==> src/shared/swc_defines.svh <==
// Purpose: shared constants of the serial wiper control link
// Assumes: 10 MHz system clock on both ends
// Notes: frame = 4 ignored bits, 4-bit command, 2-bit channel, 6-bit data
`ifndef SWC_DEFINES_SVH
`define SWC_DEFINES_SVH
`define SWC_FRAME_BITS 16
`define SWC_HOST_FRAME_BITS 32
`define SWC_HOST_CNT_W 6
`define SWC_CNT_W 8
`define SWC_CNT_MAX 8'hff
`define SWC_FRAME_LSBS 4
`define SWC_CMD_HI 11
`define SWC_CMD_LO 8
`define SWC_CH_HI 7
`define SWC_CH_LO 6
`define SWC_DATA_HI 5
`define SWC_DATA_LO 0
`define SWC_WIPER_W 6
`define SWC_NCH 4
`define SWC_CH_W 2
`define SWC_MIDSCALE 6'h20
`define SWC_WIPER_MAX 6'h3f
`define SWC_WIPER_MIN 6'h00
`define SWC_CLK_NS 100
`define SWC_NV_WRITE_NS 3000
`define SWC_NV_WRITE_CYC ((`SWC_NV_WRITE_NS + `SWC_CLK_NS - 1) / `SWC_CLK_NS)
`define SWC_NV_CNT_W 6
`define SWC_SCLK_NS 800
`define SWC_HALF_CYC ((`SWC_SCLK_NS + 2 * `SWC_CLK_NS - 1) / (2 * `SWC_CLK_NS))
`define SWC_HALF_W 4
`endif

==> src/shared/swc_pkg.sv <==
// Purpose: types of the serial wiper control link
// Assumes: constants come from swc_defines.svh
// Notes: command codes sit in frame bits 11:8
package swc_pkg;
	typedef enum logic [3:0] {
		SWC_NOP = 4'h0, // dummy write, selects channel only
		SWC_WR_IN = 4'h1, // stage data in input register
		SWC_LOAD_CH = 4'h2, // input register to wiper, one channel
		SWC_LOAD_ALL = 4'h3, // input registers to wipers, all channels
		SWC_READ = 4'h4, // read back selected wiper
		SWC_INC_ALL = 4'h5, // step all wipers up
		SWC_DEC_ALL = 4'h6, // step all wipers down
		SWC_STORE_NV = 4'h7, // wiper to nonvolatile store
		SWC_WR_NV = 4'h8, // data to nonvolatile store
		SWC_RESTORE_ALL = 4'h9, // all wipers from nonvolatile store
		SWC_RESTORE_CH = 4'ha // one wiper from nonvolatile store
	} swc_cmd_t;
	// one bit changes per step on idle, shift, exec, readback, idle; store wait is the detour
	typedef enum logic [2:0] {
		SWC_BOOT = 3'b110,
		SWC_IDLE = 3'b000,
		SWC_SHIFT = 3'b001,
		SWC_EXEC = 3'b011,
		SWC_NVWAIT = 3'b111,
		SWC_RBK = 3'b010
	} swc_dstate_t;
	// host states form a closed six-step gray ring
	typedef enum logic [2:0] {
		SWC_H_IDLE = 3'b000,
		SWC_H_LEAD = 3'b001,
		SWC_H_SHIFT = 3'b011,
		SWC_H_TAIL = 3'b111,
		SWC_H_GAP = 3'b110,
		SWC_H_WAIT = 3'b100
	} swc_hstate_t;
endpackage : swc_pkg

==> src/shared/swc_link_if.sv <==
// Purpose: pins between host and wiper control device
// Assumes: all pins are plain one-way wires
// Notes: chainOut of one device feeds serialIn of the next in a chain
`timescale 1ns/10ps
interface swc_link_if;
	logic sclk; // serial clock, host driven, idles low
	logic frameSelN; // frame select, active low
	logic serialIn; // host to device data, msb first
	logic chainSerialOut; // device to host / next device
	logic loadWiperPinN; // active low load strobe
	logic writeProtectN; // active low write protect
	logic nvRestoreOverrideN; // active low preset from store
	logic ready; // device idle, high level
	modport dev (input sclk, frameSelN, serialIn, loadWiperPinN, writeProtectN, nvRestoreOverrideN,
		output chainSerialOut, ready);
	modport host (output sclk, frameSelN, serialIn, loadWiperPinN, writeProtectN, nvRestoreOverrideN,
		input chainSerialOut, ready);
endinterface : swc_link_if

==> src/rtl/swc_dev_end.sv <==
// Purpose: device end of the serial wiper control link
// Assumes: sclk idles low, data sampled on its rising edge, changed on its falling edge
// Notes: all link pins pass two flip-flops; frames of 16 to 240 bits in multiples of 16 keep the last 16
// Operation
// - six-bit data taken from low six bits
// - sixteen-bit transfer, top four bits ignored
// - serial output feeds next device input
// - host shifts 32 bits for two devices
// - frame-select rise commits shifted data
// - wrong clock count discards the frame
// - clock counter cleared while frame-select high
// - increment/decrement steps all wipers together
// - restore command reloads all wipers from store
// - load pin copies input to wiper
// - load one channel or all channels
// - readback returns last selected channel
// - host dummy-writes to select another channel
// - write protect blocks wiper-changing commands
// - restore from store works under protect
// - preset pin overwrites wipers from store
// - ready output shows command finished
// - power cycle reloads wipers, never store
// - without store, reset presets midscale
// - with store, power-up loads stored value
`timescale 1ns/10ps
`include "swc_defines.svh"
module swc_dev_end #(
	parameter bit HAS_NV = 1'b1 // 0 models a part with no store
) (
	input wire logic clk,
	input wire logic rst_n,
	input wire logic nvFactoryLoad, // writes midscale to every store cell
	output logic [`SWC_WIPER_W*`SWC_NCH-1:0] wiperOut, // all wiper codes, channel 0 lowest
	swc_link_if.dev link
);
	////////////////////////////////////////////////////////////////////////////
	// pin synchronisers: stage 1 is read only by stage 2
	logic [2:0] sclkSy; // stages 1..3, 3 only for edge finding
	logic [2:0] csSy;
	logic [2:0] loadSy;
	logic [1:0] sdSy;
	logic [1:0] wpSy;
	logic [1:0] preSy;

	// sync chains, reset to idle pin levels
	always_ff @(posedge clk or negedge rst_n) begin
		if (!rst_n) begin
			sclkSy <= '0;
			csSy <= '1;
			loadSy <= '1;
			sdSy <= '0;
			wpSy <= '1;
			preSy <= '1;
		end else begin
			sclkSy <= {sclkSy[1:0], link.sclk};
			csSy <= {csSy[1:0], link.frameSelN};
			loadSy <= {loadSy[1:0], link.loadWiperPinN};
			sdSy <= {sdSy[0], link.serialIn};
			wpSy <= {wpSy[0], link.writeProtectN};
			preSy <= {preSy[0], link.nvRestoreOverrideN};
		end
	end

	logic sclkRise; // rising link clock seen
	logic sclkFall;
	logic csLow; // frame open
	logic csRise; // frame closed
	logic loadFall; // load strobe asserted
	logic protect; // write protect active
	logic presetOn; // preset pin held active
	assign sclkRise = sclkSy[1] & ~sclkSy[2];
	assign sclkFall = ~sclkSy[1] & sclkSy[2];
	assign csLow = ~csSy[1];
	assign csRise = csSy[1] & ~csSy[2];
	assign loadFall = ~loadSy[1] & loadSy[2];
	assign protect = ~wpSy[1];
	assign presetOn = ~preSy[1];

	////////////////////////////////////////////////////////////////////////////
	// nonvolatile store: no reset, so a power cycle never touches it
	logic [`SWC_WIPER_W-1:0] nv_r [`SWC_NCH];
	logic [`SWC_WIPER_W-1:0] nv_nxt [`SWC_NCH];

	// control state
	swc_pkg::swc_dstate_t state_r, state_nxt;
	logic [`SWC_FRAME_BITS-1:0] shift_r, shift_nxt; // in and out share one register
	logic [`SWC_CNT_W-1:0] bitCnt_r, bitCnt_nxt; // link clocks in this frame
	logic outBit_r, outBit_nxt; // serial output flop
	logic [`SWC_CH_W-1:0] selCh_r, selCh_nxt; // channel for readback
	logic [`SWC_NV_CNT_W-1:0] nvCnt_r, nvCnt_nxt; // store write busy time
	logic [`SWC_WIPER_W-1:0] wiper_r [`SWC_NCH];
	logic [`SWC_WIPER_W-1:0] wiper_nxt [`SWC_NCH];
	logic [`SWC_WIPER_W-1:0] inReg_r [`SWC_NCH]; // staged values, do not move wiper
	logic [`SWC_WIPER_W-1:0] inReg_nxt [`SWC_NCH];

	// fields of the committed frame
	swc_pkg::swc_cmd_t cmd;
	logic [`SWC_CH_W-1:0] ch;
	logic [`SWC_WIPER_W-1:0] data;
	logic lenOk; // nonzero multiple of 16 clocks
	assign cmd = swc_pkg::swc_cmd_t'(shift_r[`SWC_CMD_HI:`SWC_CMD_LO]);
	assign ch = shift_r[`SWC_CH_HI:`SWC_CH_LO];
	assign data = shift_r[`SWC_DATA_HI:`SWC_DATA_LO];
	// chained frames are longer, so any whole number of words up to 240 bits is accepted
	assign lenOk = (bitCnt_r != '0) && (bitCnt_r[`SWC_FRAME_LSBS-1:0] == '0);

	////////////////////////////////////////////////////////////////////////////
	// next-state logic of the whole block
	always_comb begin
		state_nxt = state_r;
		shift_nxt = shift_r;
		bitCnt_nxt = bitCnt_r;
		outBit_nxt = outBit_r;
		selCh_nxt = selCh_r;
		nvCnt_nxt = nvCnt_r;
		wiper_nxt = wiper_r;
		inReg_nxt = inReg_r;
		nv_nxt = nv_r;
		// counter held clear whenever the frame is closed
		if (!csLow) begin
			bitCnt_nxt = '0;
		end
		case (state_r)
			swc_pkg::SWC_BOOT: begin
				// power-up copy from store, no host access needed
				if (HAS_NV) begin
					for (int i = 0; i < `SWC_NCH; i++) begin
						wiper_nxt[i] = nv_r[i];
					end
				end
				state_nxt = swc_pkg::SWC_RBK;
			end
			swc_pkg::SWC_IDLE: begin
				if (csLow) begin
					outBit_nxt = shift_r[`SWC_FRAME_BITS-1]; // first bit before first clock
					state_nxt = swc_pkg::SWC_SHIFT;
				end
			end
			swc_pkg::SWC_SHIFT: begin
				if (csRise) begin
					// nothing is acted on before the select rises
					state_nxt = lenOk ? swc_pkg::SWC_EXEC : swc_pkg::SWC_RBK;
				end else if (sclkRise) begin
					shift_nxt = {shift_r[`SWC_FRAME_BITS-2:0], sdSy[1]};
					if (bitCnt_r != `SWC_CNT_MAX) begin
						bitCnt_nxt = bitCnt_r + 1'b1; // saturates, so runaway frames still fail
					end
				end else if (sclkFall) begin
					outBit_nxt = shift_r[`SWC_FRAME_BITS-1];
				end
			end
			swc_pkg::SWC_EXEC: begin
				state_nxt = swc_pkg::SWC_RBK;
				case (cmd)
					swc_pkg::SWC_NOP: begin
						selCh_nxt = ch;
					end
					swc_pkg::SWC_WR_IN: begin
						selCh_nxt = ch;
						inReg_nxt[ch] = data;
					end
					swc_pkg::SWC_LOAD_CH: begin
						selCh_nxt = ch;
						if (!protect) begin
							wiper_nxt[ch] = inReg_r[ch];
						end
					end
					swc_pkg::SWC_LOAD_ALL: begin
						if (!protect) begin
							wiper_nxt = inReg_r;
						end
					end
					swc_pkg::SWC_INC_ALL: begin
						// every channel moves in the same cycle, clamped at full scale
						for (int i = 0; i < `SWC_NCH; i++) begin
							if (!protect && wiper_r[i] != `SWC_WIPER_MAX) begin
								wiper_nxt[i] = wiper_r[i] + 1'b1;
							end
						end
					end
					swc_pkg::SWC_DEC_ALL: begin
						for (int i = 0; i < `SWC_NCH; i++) begin
							if (!protect && wiper_r[i] != `SWC_WIPER_MIN) begin
								wiper_nxt[i] = wiper_r[i] - 1'b1;
							end
						end
					end
					swc_pkg::SWC_STORE_NV: begin
						selCh_nxt = ch;
						// protect guards the stored contents too
						if (!protect && HAS_NV) begin
							nv_nxt[ch] = wiper_r[ch];
							nvCnt_nxt = '0;
							state_nxt = swc_pkg::SWC_NVWAIT;
						end
					end
					swc_pkg::SWC_WR_NV: begin
						selCh_nxt = ch;
						if (!protect && HAS_NV) begin
							nv_nxt[ch] = data;
							nvCnt_nxt = '0;
							state_nxt = swc_pkg::SWC_NVWAIT;
						end
					end
					swc_pkg::SWC_RESTORE_ALL: begin
						if (HAS_NV) begin
							wiper_nxt = nv_r;
						end
					end
					swc_pkg::SWC_RESTORE_CH: begin
						selCh_nxt = ch;
						if (HAS_NV) begin
							wiper_nxt[ch] = nv_r[ch];
						end
					end
					default: begin
						// read and unknown codes change nothing
					end
				endcase
			end
			swc_pkg::SWC_NVWAIT: begin
				// store write time, ready stays low meanwhile
				if (nvCnt_r == `SWC_NV_CNT_W'(`SWC_NV_WRITE_CYC - 1)) begin
					state_nxt = swc_pkg::SWC_RBK;
				end else begin
					nvCnt_nxt = nvCnt_r + 1'b1;
				end
			end
			swc_pkg::SWC_RBK: begin
				// next frame shifts out the selected wiper
				shift_nxt = '0;
				shift_nxt[`SWC_CH_HI:`SWC_CH_LO] = selCh_r;
				shift_nxt[`SWC_DATA_HI:`SWC_DATA_LO] = wiper_r[selCh_r];
				state_nxt = swc_pkg::SWC_IDLE;
			end
			default: begin
				state_nxt = swc_pkg::SWC_IDLE;
			end
		endcase
		// load strobe copies every staged value; protect blocks it too
		if (loadFall && !protect) begin
			wiper_nxt = inReg_r;
		end
		// preset has the last word over every other wiper change
		if (presetOn && HAS_NV) begin
			wiper_nxt = nv_r;
		end
		// factory programming of the store
		if (nvFactoryLoad) begin
			for (int i = 0; i < `SWC_NCH; i++) begin
				nv_nxt[i] = `SWC_MIDSCALE;
			end
		end
	end

	////////////////////////////////////////////////////////////////////////////
	// control registers
	always_ff @(posedge clk or negedge rst_n) begin
		if (!rst_n) begin
			state_r <= swc_pkg::SWC_BOOT;
			shift_r <= '0;
			bitCnt_r <= '0;
			outBit_r <= 1'b0;
			selCh_r <= '0;
			nvCnt_r <= '0;
			for (int i = 0; i < `SWC_NCH; i++) begin
				wiper_r[i] <= `SWC_MIDSCALE;
				inReg_r[i] <= `SWC_MIDSCALE;
			end
		end else begin
			state_r <= state_nxt;
			shift_r <= shift_nxt;
			bitCnt_r <= bitCnt_nxt;
			outBit_r <= outBit_nxt;
			selCh_r <= selCh_nxt;
			nvCnt_r <= nvCnt_nxt;
			wiper_r <= wiper_nxt;
			inReg_r <= inReg_nxt;
		end
	end

	// store cells keep their charge through reset
	always_ff @(posedge clk) begin
		nv_r <= nv_nxt;
	end

	////////////////////////////////////////////////////////////////////////////
	// outputs
	assign link.chainSerialOut = outBit_r;
	// ready only in idle; a frame that opens during busy is shifted from idle on, its earlier clocks lost
	assign link.ready = (state_r == swc_pkg::SWC_IDLE);
	for (genvar g = 0; g < `SWC_NCH; g++) begin : gWiper
		assign wiperOut[g*`SWC_WIPER_W +: `SWC_WIPER_W] = wiper_r[g];
	end
endmodule : swc_dev_end

==> src/flat_wrapper.sv <==
// flat-port wrapper written by rule: the top's interface ports become plain ports
module swc_dev_end_flat 
#(
	parameter bit HAS_NV = 1'b1                                 
)
  (clk, rst_n, nvFactoryLoad, wiperOut, link_sclk, link_frameSelN, link_serialIn, link_loadWiperPinN, link_writeProtectN, link_nvRestoreOverrideN, link_chainSerialOut, link_ready);
  swc_link_if link_i ();
  input wire logic clk;
  input wire logic rst_n;
  input wire logic nvFactoryLoad;
  output logic [`SWC_WIPER_W*`SWC_NCH-1:0] wiperOut;
  input wire logic [$bits(link_i.sclk)-1:0] link_sclk;
  input wire logic [$bits(link_i.frameSelN)-1:0] link_frameSelN;
  input wire logic [$bits(link_i.serialIn)-1:0] link_serialIn;
  input wire logic [$bits(link_i.loadWiperPinN)-1:0] link_loadWiperPinN;
  input wire logic [$bits(link_i.writeProtectN)-1:0] link_writeProtectN;
  input wire logic [$bits(link_i.nvRestoreOverrideN)-1:0] link_nvRestoreOverrideN;
  output wire logic [$bits(link_i.chainSerialOut)-1:0] link_chainSerialOut;
  output wire logic [$bits(link_i.ready)-1:0] link_ready;
  assign link_i.sclk = link_sclk;
  assign link_i.frameSelN = link_frameSelN;
  assign link_i.serialIn = link_serialIn;
  assign link_i.loadWiperPinN = link_loadWiperPinN;
  assign link_i.writeProtectN = link_writeProtectN;
  assign link_i.nvRestoreOverrideN = link_nvRestoreOverrideN;
  assign link_chainSerialOut = link_i.chainSerialOut;
  assign link_ready = link_i.ready;
  swc_dev_end #(.HAS_NV(HAS_NV)) u_core (.clk(clk), .rst_n(rst_n), .nvFactoryLoad(nvFactoryLoad), .wiperOut(wiperOut), .link(link_i));
endmodule
==> config.mk <==
export PLATFORM = sky130hd
export DESIGN_NAME = swc_dev_end_flat
export DESIGN_NICKNAME = d
export VERILOG_FILES = /design/src/shared/swc_pkg.sv /design/src/shared/swc_link_if.sv /design/src/rtl/swc_dev_end.sv /design/src/flat_wrapper.sv
export VERILOG_INCLUDE_DIRS = /design/src /design/src/shared
export SDC_FILE = /design/constraint.sdc
export NUM_CORES = 1
export LEC_CHECK = 0
export BUFFER_PORTS_ARGS = -buffer_cell sky130_fd_sc_hd__buf_2
export CORE_MARGIN = 2
export CORE_UTILIZATION = 39
export CTS_BUF_LIST = sky130_fd_sc_hd__clkbuf_8
export DETAILED_ROUTE_END_ITERATION = 10
export PLACE_DENSITY = 0.61
export SLEW_MARGIN = 20
export SYNTH_ARGS = -nofsm -noshare
export SYNTH_HDL_FRONTEND = slang
export SYNTH_SLANG_ARGS = --single-unit
==> constraint.sdc <==
create_clock -name clk -period 3.6 [get_ports clk]
set_input_delay 0.18 -clock clk [delete_from_list [all_inputs] [get_ports clk]]
set_output_delay 0.18 -clock clk [all_outputs]
set_load 0.005 [all_outputs]
==> results of run 1 <==
==> critical path: cells and delay by family (launching register included) <==
| family | cells | cell delay [ns] |
|---|---|---|
| flip-flops | 1 | 0.63 |
| AO/OA/AOI/OAI | 1 | 0.57 |
| AND/OR/NAND/NOR | 3 | 1.02 |
| multiplexers | 1 | 0.34 |
| buffers and inverters | 1 | 0.33 |
==> placed cells by master (no fill, tap or decap), types with 12 or more instances in the layout <==
cell / synthesis / layout
a31oi_1: 17 / 17
nand3_1: 19 / 19
clkbuf_8: 4 / 20
nand2_1: 64 / 64
buf_2: 24 / 33
nor2_1: 89 / 89
ha_1: 16 / 16
xnor2_1: 13 / 13
o21ai_0: 50 / 50
mux2i_1: 33 / 33
buf_4: 1 / 23
a211oi_1: 24 / 24
a21oi_1: 35 / 35
dfstp_2: 20 / 20
mux2_2: 38 / 38
dfrtp_1: 79 / 79
o211ai_1: 12 / 12
dfxtp_1: 24 / 24
==> Yosys cell counts, types with 6 or more instances <==
master,count
nor3_1,8
inv_1,9
clkbuf_1,26
a22oi_1,7
nand4_1,6
xnor2_1,13
a211oi_1,24
a221oi_1,9
nand3_1,19
nand2_1,64
mux2_2,38
a221o_1,9
and3_1,6
a31oi_1,17
dfxtp_1,24
ha_1,16
nor3b_1,7
o21a_1,6
dfrtp_1,79
mux2i_1,33
mux4_2,10
o2bb2ai_1,7
nor2b_1,7
xor2_1,10
dfstp_2,20
buf_2,24
nand2b_1,11
o211ai_1,12
a21oi_1,35
o21ai_0,50
nor2_1,89
o22ai_1,7
nand3b_1,11
==> layer usage <==
metal	global-route usage [%]	vias up	part of all wire (%)
li1	-	3282	-
met1	35.0	3471	44
met2	35.4	383	43
met3	5.52	56	11
met4	7.81	0	2.4
met5	0	-	0
==> flip-flops by register name, indices dropped and copies added (netlist names), 3 cells and up, named ones only <==
| name | cells |
|---|---|
| u_core.bitCnt_r | 8 |
| u_core.csSy | 3 |
| u_core.inReg_r | 24 |
| u_core.loadSy | 3 |
| u_core.nvCnt_r | 6 |
| u_core.nv_r | 24 |
| u_core.sclkSy | 3 |
| u_core.shift_r | 16 |
| u_core.wiperOut | 24 |
==> what timing repair did <==
action,4_1_cts,5_1_grt
endpoints found under the hold margin,53,0
endpoints found under the setup margin,0,0
hold buffers,7,0
==> final cells by class <==
type	count	area (µm²)
well taps	270	338
fillers	2025	11400
inverters	10	37.5
flip-flops and latches	123	2980
clock inverters	12	146
multi-input cells	659	4770
repair buffers	63	408
clock buffers	20	275
==> logic make-up (layout without fill, tap and decap cells) <==
kind of cell	Yosys count	after routing	synth area share (%)
adders and majority gates	16	16	2.46
DFF	123	123	36.7
xor gates and xnor gates	24	24	2.68
AOI/OAI and AO/OA	262	262	23.0
muxes	90	90	13.8
buffers and inverters	75	105	4.83
and+or+nand+nor	267	267	16.6
==> path summary, 6_finish.rpt <==
path / end / slack (ns) / cells past startpoint
max reg2reg: u_core.wiperOut[13]$_DFFE_PN0P_ / 0.61 / 6
max: u_core.wiperOut[13]$_DFFE_PN0P_ / 0.61 / 6
max in group asynchronous: u_core.wiperOut[17]$_DFFE_PN1P_ / 2.41 / 3
min reg2reg: u_core.sclkSy[1]$_DFF_PN0_ / 0.35 / 0
min: u_core.nv_r[23]$_SDFFE_PP1P_ / 0.23 / 2
min in group asynchronous: u_core.bitCnt_r[3]$_DFF_PN0_ / 0.34 / 2
==> power groups by stage <==
stage	Clock (W)	Combinational [W]	Sequential (W)
after floorplan	0	0.000814	0.00164
after global placement	0	0.000971	0.00185
after detailed placement	0	0.000972	0.00185
after CTS	0.00134	0.000987	0.00183
after global routing	0.00141	0.00107	0.00186
final	0.00131	0.00101	0.00183
==> metrics by stage <==
step	cells	power, W	utilization, %
5_1_grt	1157	0.00433	44.0
3_5_place_dp	1118	0.00282	41.6
3_3_place_gp	1118	0.00282	41.6
6_report	1157	0.00414	44.0
4_1_cts	1157	0.00415	44.0
2_1_floorplan	857	0.00246	-
==> metrics.csv, run 1 <==
metric;value;unit
clk_pin_slew_worst_paths;0.08;ns
root_buffer;clkbuf_8;
row_count;52;
grt_pass1_vias;6857;
drt-initial-drc-count;787;
slew_headroom;26.5;%
wl;25900;µm
crit_required;3.93;ns
avgViaCountPerCell;6.22;
post-cts-setup-buffer-count;0;
grt_overflow_total;0;
io_buffers;34;
drc;0;
area_growth;10.1;%
grt_pass1_wl;40400;µm
layout-drive-gt1-share;20.9;%
seq_area_frac_synth;36.7;%
place.gp.congestion;0.968;
ios;35;
finalSetupTns;0;ns
hold_viol_final;0;
crit_type;reg2reg;
cp-end-kind;flip-flop;
cts_resized;0;
fin_ws;0.606;ns
maxCapViolations;0;
synth_area_leaders;dfrtp_1 (24%), dfstp_2 (6.5%), dfxtp_1 (5.9%);
core_area;20400;µm²
syn_inst;857;
num_vias;7192;
start_kind;flip-flop;
setup_viol;0;
p_leak;3.67;nW
cts_buffers;17;
p_sw_share;36.2;%
path_max_fanout;14;
dp_slack;0.749;ns
power.internal;0.00265;W
p_per_area;463;nW/µm²
tritoncts;built;
postPlaceCellArea;8460;µm²
cp_cell_sequence;and3b_1 -> buf_4 -> nand2_2 -> o221ai_1 -> nor2_1 -> mux2_2;
finClkSkew;0.0126;ns
min-delay-start;nvFactoryLoad;
p_comb_share;24.3;%
status;complete, no violations;
drt_pre_antenna_iters;6;
cp_slowest_cell;and3b_1;
yosysTopAreaCellShare;24.3;%
clkPwrFrac;31.6;%
ant_nets;0;
ys_ff_latch;123;
clk_latency;0.44;ns
fin_crit;2.99;ns
syn-num-nets;882;
avgSynthCellArea;9.49;µm²
synth_area;8130;µm²
hp-class;in2reg;
ys_types;96;
dpl.hpwl;18500;µm
peakVddDrop;0.269;mV
chipWidth;148;µm
crit_arrival;3.33;ns
seq_power_share;44.1;%
die_h;148;µm
synth_edf_count;0;
switchingPower;0.00150;W
hold_ws;0.229;ns
routedWlPerCell;22.4;µm
grt_max_degree;60;
antenna_found_initial;0;
n_antenna_cell;0;
grt_usage;24.1;%
fin_area;8960;µm²
htreeDepth;4;
worstMarginPinSlew;1.10;ns
crit_path_max_incr_delay;0.66;ns
yosysWarnings;0;
yosysTopAreaCell;dfrtp_1;
max_clock_freq;334;MHz
clock_path_buffers;2;
drv_slew;0;
die_area;22000;µm²
start_util;39.9;%
period_share;83.2;%
async_reset_ff_share;80.5;%
fin_nets;899;
dominantRegCellSynth;dfrtp_1;
cts.sinks;123;
rsz0062_at_grt;false;
Power figures use the tool's default switching activity.
==> run 2, diff against run 1 <==
==> constraint.sdc (replaced) <==
create_clock -name clk -period 3 [get_ports clk]
set_input_delay 0.15 -clock clk [delete_from_list [all_inputs] [get_ports clk]]
set_output_delay 0.15 -clock clk [all_outputs]
set_load 0.005 [all_outputs]
==> run 2 against run 1 <==
Effect of this change:
- flip-flop and latch count stayed put
- sequential power rose by 19%
- wire length is 2.4% higher
- via count grew 2.1%
- clock skew increased by 0.0058 ns
- worst hold slack worse by 0.042 ns
- register-to-register slack got worse by 0.25 ns
- first-iteration DRC count rose by 5.1%
- sequential share of layout area is 0.40 points lower
- largest power group unchanged
==> metrics.csv, run 2 (synthesis results as in run 1) <==
metric;value;unit
status;complete, no violations;
drt_pre_antenna_iters;5;
ios;35;
setup_viol;0;
crit_arrival;3.03;ns
place_inst;1137;
maxCapViolations;0;
clock_path_buffers;2;
layout-drive-gt1-share;22.7;%
hold_viol_final;0;
start_kind;flip-flop;
die_area;22000;µm²
grt_pass1_wl;41600;µm
grt_usage;24.7;%
n_antenna_cell;0;
worstMarginPinSlew;0.878;ns
grt_pass1_vias;6886;
grt_max_degree;69;
crit_type;reg2reg;
chipWidth;148;µm
hp-class;in2reg;
cts_buffers;17;
ant_nets;0;
finalSetupTns;0;ns
layout.cells.non_filler;1176;
period_share;88.1;%
regToRegStartpoint;u_core.shift_r[11]$_DFFE_PN0P_;
peakVddDrop;0.348;mV
cp-end-kind;flip-flop;
num_vias;7344;
tritoncts;built;
drc;0;
clk_latency;0.46;ns
rsz0062_at_grt;false;
p_per_area;535;nW/µm²
row_count;52;
wl;26500;µm
dpl.hpwl;19300;µm
die_h;148;µm
max_clock_freq;378;MHz
fin_nets;918;
final_common_cell;nor2_1;
grt_overflow_total;0;
n_fill_cell;2006;
cp-startpoint;u_core.shift_r[11]$_DFFE_PN0P_;
p_leak;3.75;nW
avgViaCountPerCell;6.24;
htreeDepth;4;
area_growth;11.5;%
place.gp.congestion;0.933;
clk_pin_slew_worst_paths;0.09;ns
drt-initial-drc-count;827;
drv_slew;0;
root_buffer;clkbuf_8;
core_area;20400;µm²
start_util;39.9;%
slew_headroom;41.5;%
antenna_found_initial;1;
io_buffers;34;
finClkSkew;0.0184;ns
min-delay-start;nvFactoryLoad;
cts.sinks;123;
crit_required;3.39;ns
fin_crit;2.64;ns
layout_common_cells;nor2_1 (89), dfrtp_1 (79), nand2_1 (64);
routedWlPerCell;22.5;µm
path_max_fanout;21;
-- run 2: metal layers --
layer	part of all wire (%)	global-route usage [%]
met1	44	34.9
met2	45	37.6
met3	8.5	5.43
met4	2.3	8.05
met5	0.049	0
-- run 2: where the power goes --
group	total, W	leakage (nW)	switching (W)	internal [W]
Clock	0.00140	0.176	0.000787	0.000611
Combinational	0.00128	2.10	0.000749	0.000531
Sequential	0.00217	1.47	0.000368	0.00180
Total	0.00485	3.75	0.00190	0.00295
-- run 2: path summary, 6_finish.rpt --
path,endpoint,slack [ns],cells past startpoint
max,u_core.wiperOut[11]$_DFFE_PN1P_,0.36,10
min reg2reg,u_core.loadSy[1]$_DFF_PN1_,0.35,0
max reg2reg,u_core.wiperOut[11]$_DFFE_PN1P_,0.36,10
min,u_core.nv_r[23]$_SDFFE_PP1P_,0.19,2
max in group asynchronous,u_core.wiperOut[23]$_DFFE_PN1P_,1.86,3
min in group asynchronous,u_core.bitCnt_r[7]$_DFF_PN0_,0.36,2
-- run 2: area by class of cell --
class	instances	area, µm²	share of cell area, %
Clock inverter	14	115	1.27
Sequential cell	123	2980	32.9
Inverter	10	37.5	0.414
Tap cell	270	338	3.73
Clock buffer	18	248	2.73
Timing Repair Buffer	82	576	6.35
Multi-Input combinational cell	659	4770	52.6
-- run 2: per-stage QoR --
stage                     power [W]  worst slack [ns]  cell area [µm²]  hold WS (ns)  utilization, %
after CTS                   0.00486             0.364             9060         0.166            44.5
after global routing        0.00508            0.0973             9060         0.200            44.5
after global placement      0.00344             0.422             8630         0.257            42.4
final                       0.00485             0.358             9060         0.187            44.5
after floorplan             0.00295             0.461             8130        -0.146               -
after detailed placement    0.00344             0.345             8630         0.256            42.4
-- run 2: critical path, stage by stage (launching register included) --
cell and delay, ns:
dfrtp_1 0.38, nand4bb_1 0.24, buf_12 0.20, inv_2 0.31, ha_1 0.36, a21oi_1 0.14
o31ai_1 0.08, a41o_2 0.24, o311ai_0 0.32, o211ai_1 0.15, a31oi_1 0.15
-- run 2: timing repair --
action / 4_1_cts / 5_1_grt
setup buffers: 0 / 0
endpoints found under the hold margin: 59 / 0
hold buffers: 7 / 0
resized for setup: 0 / 0
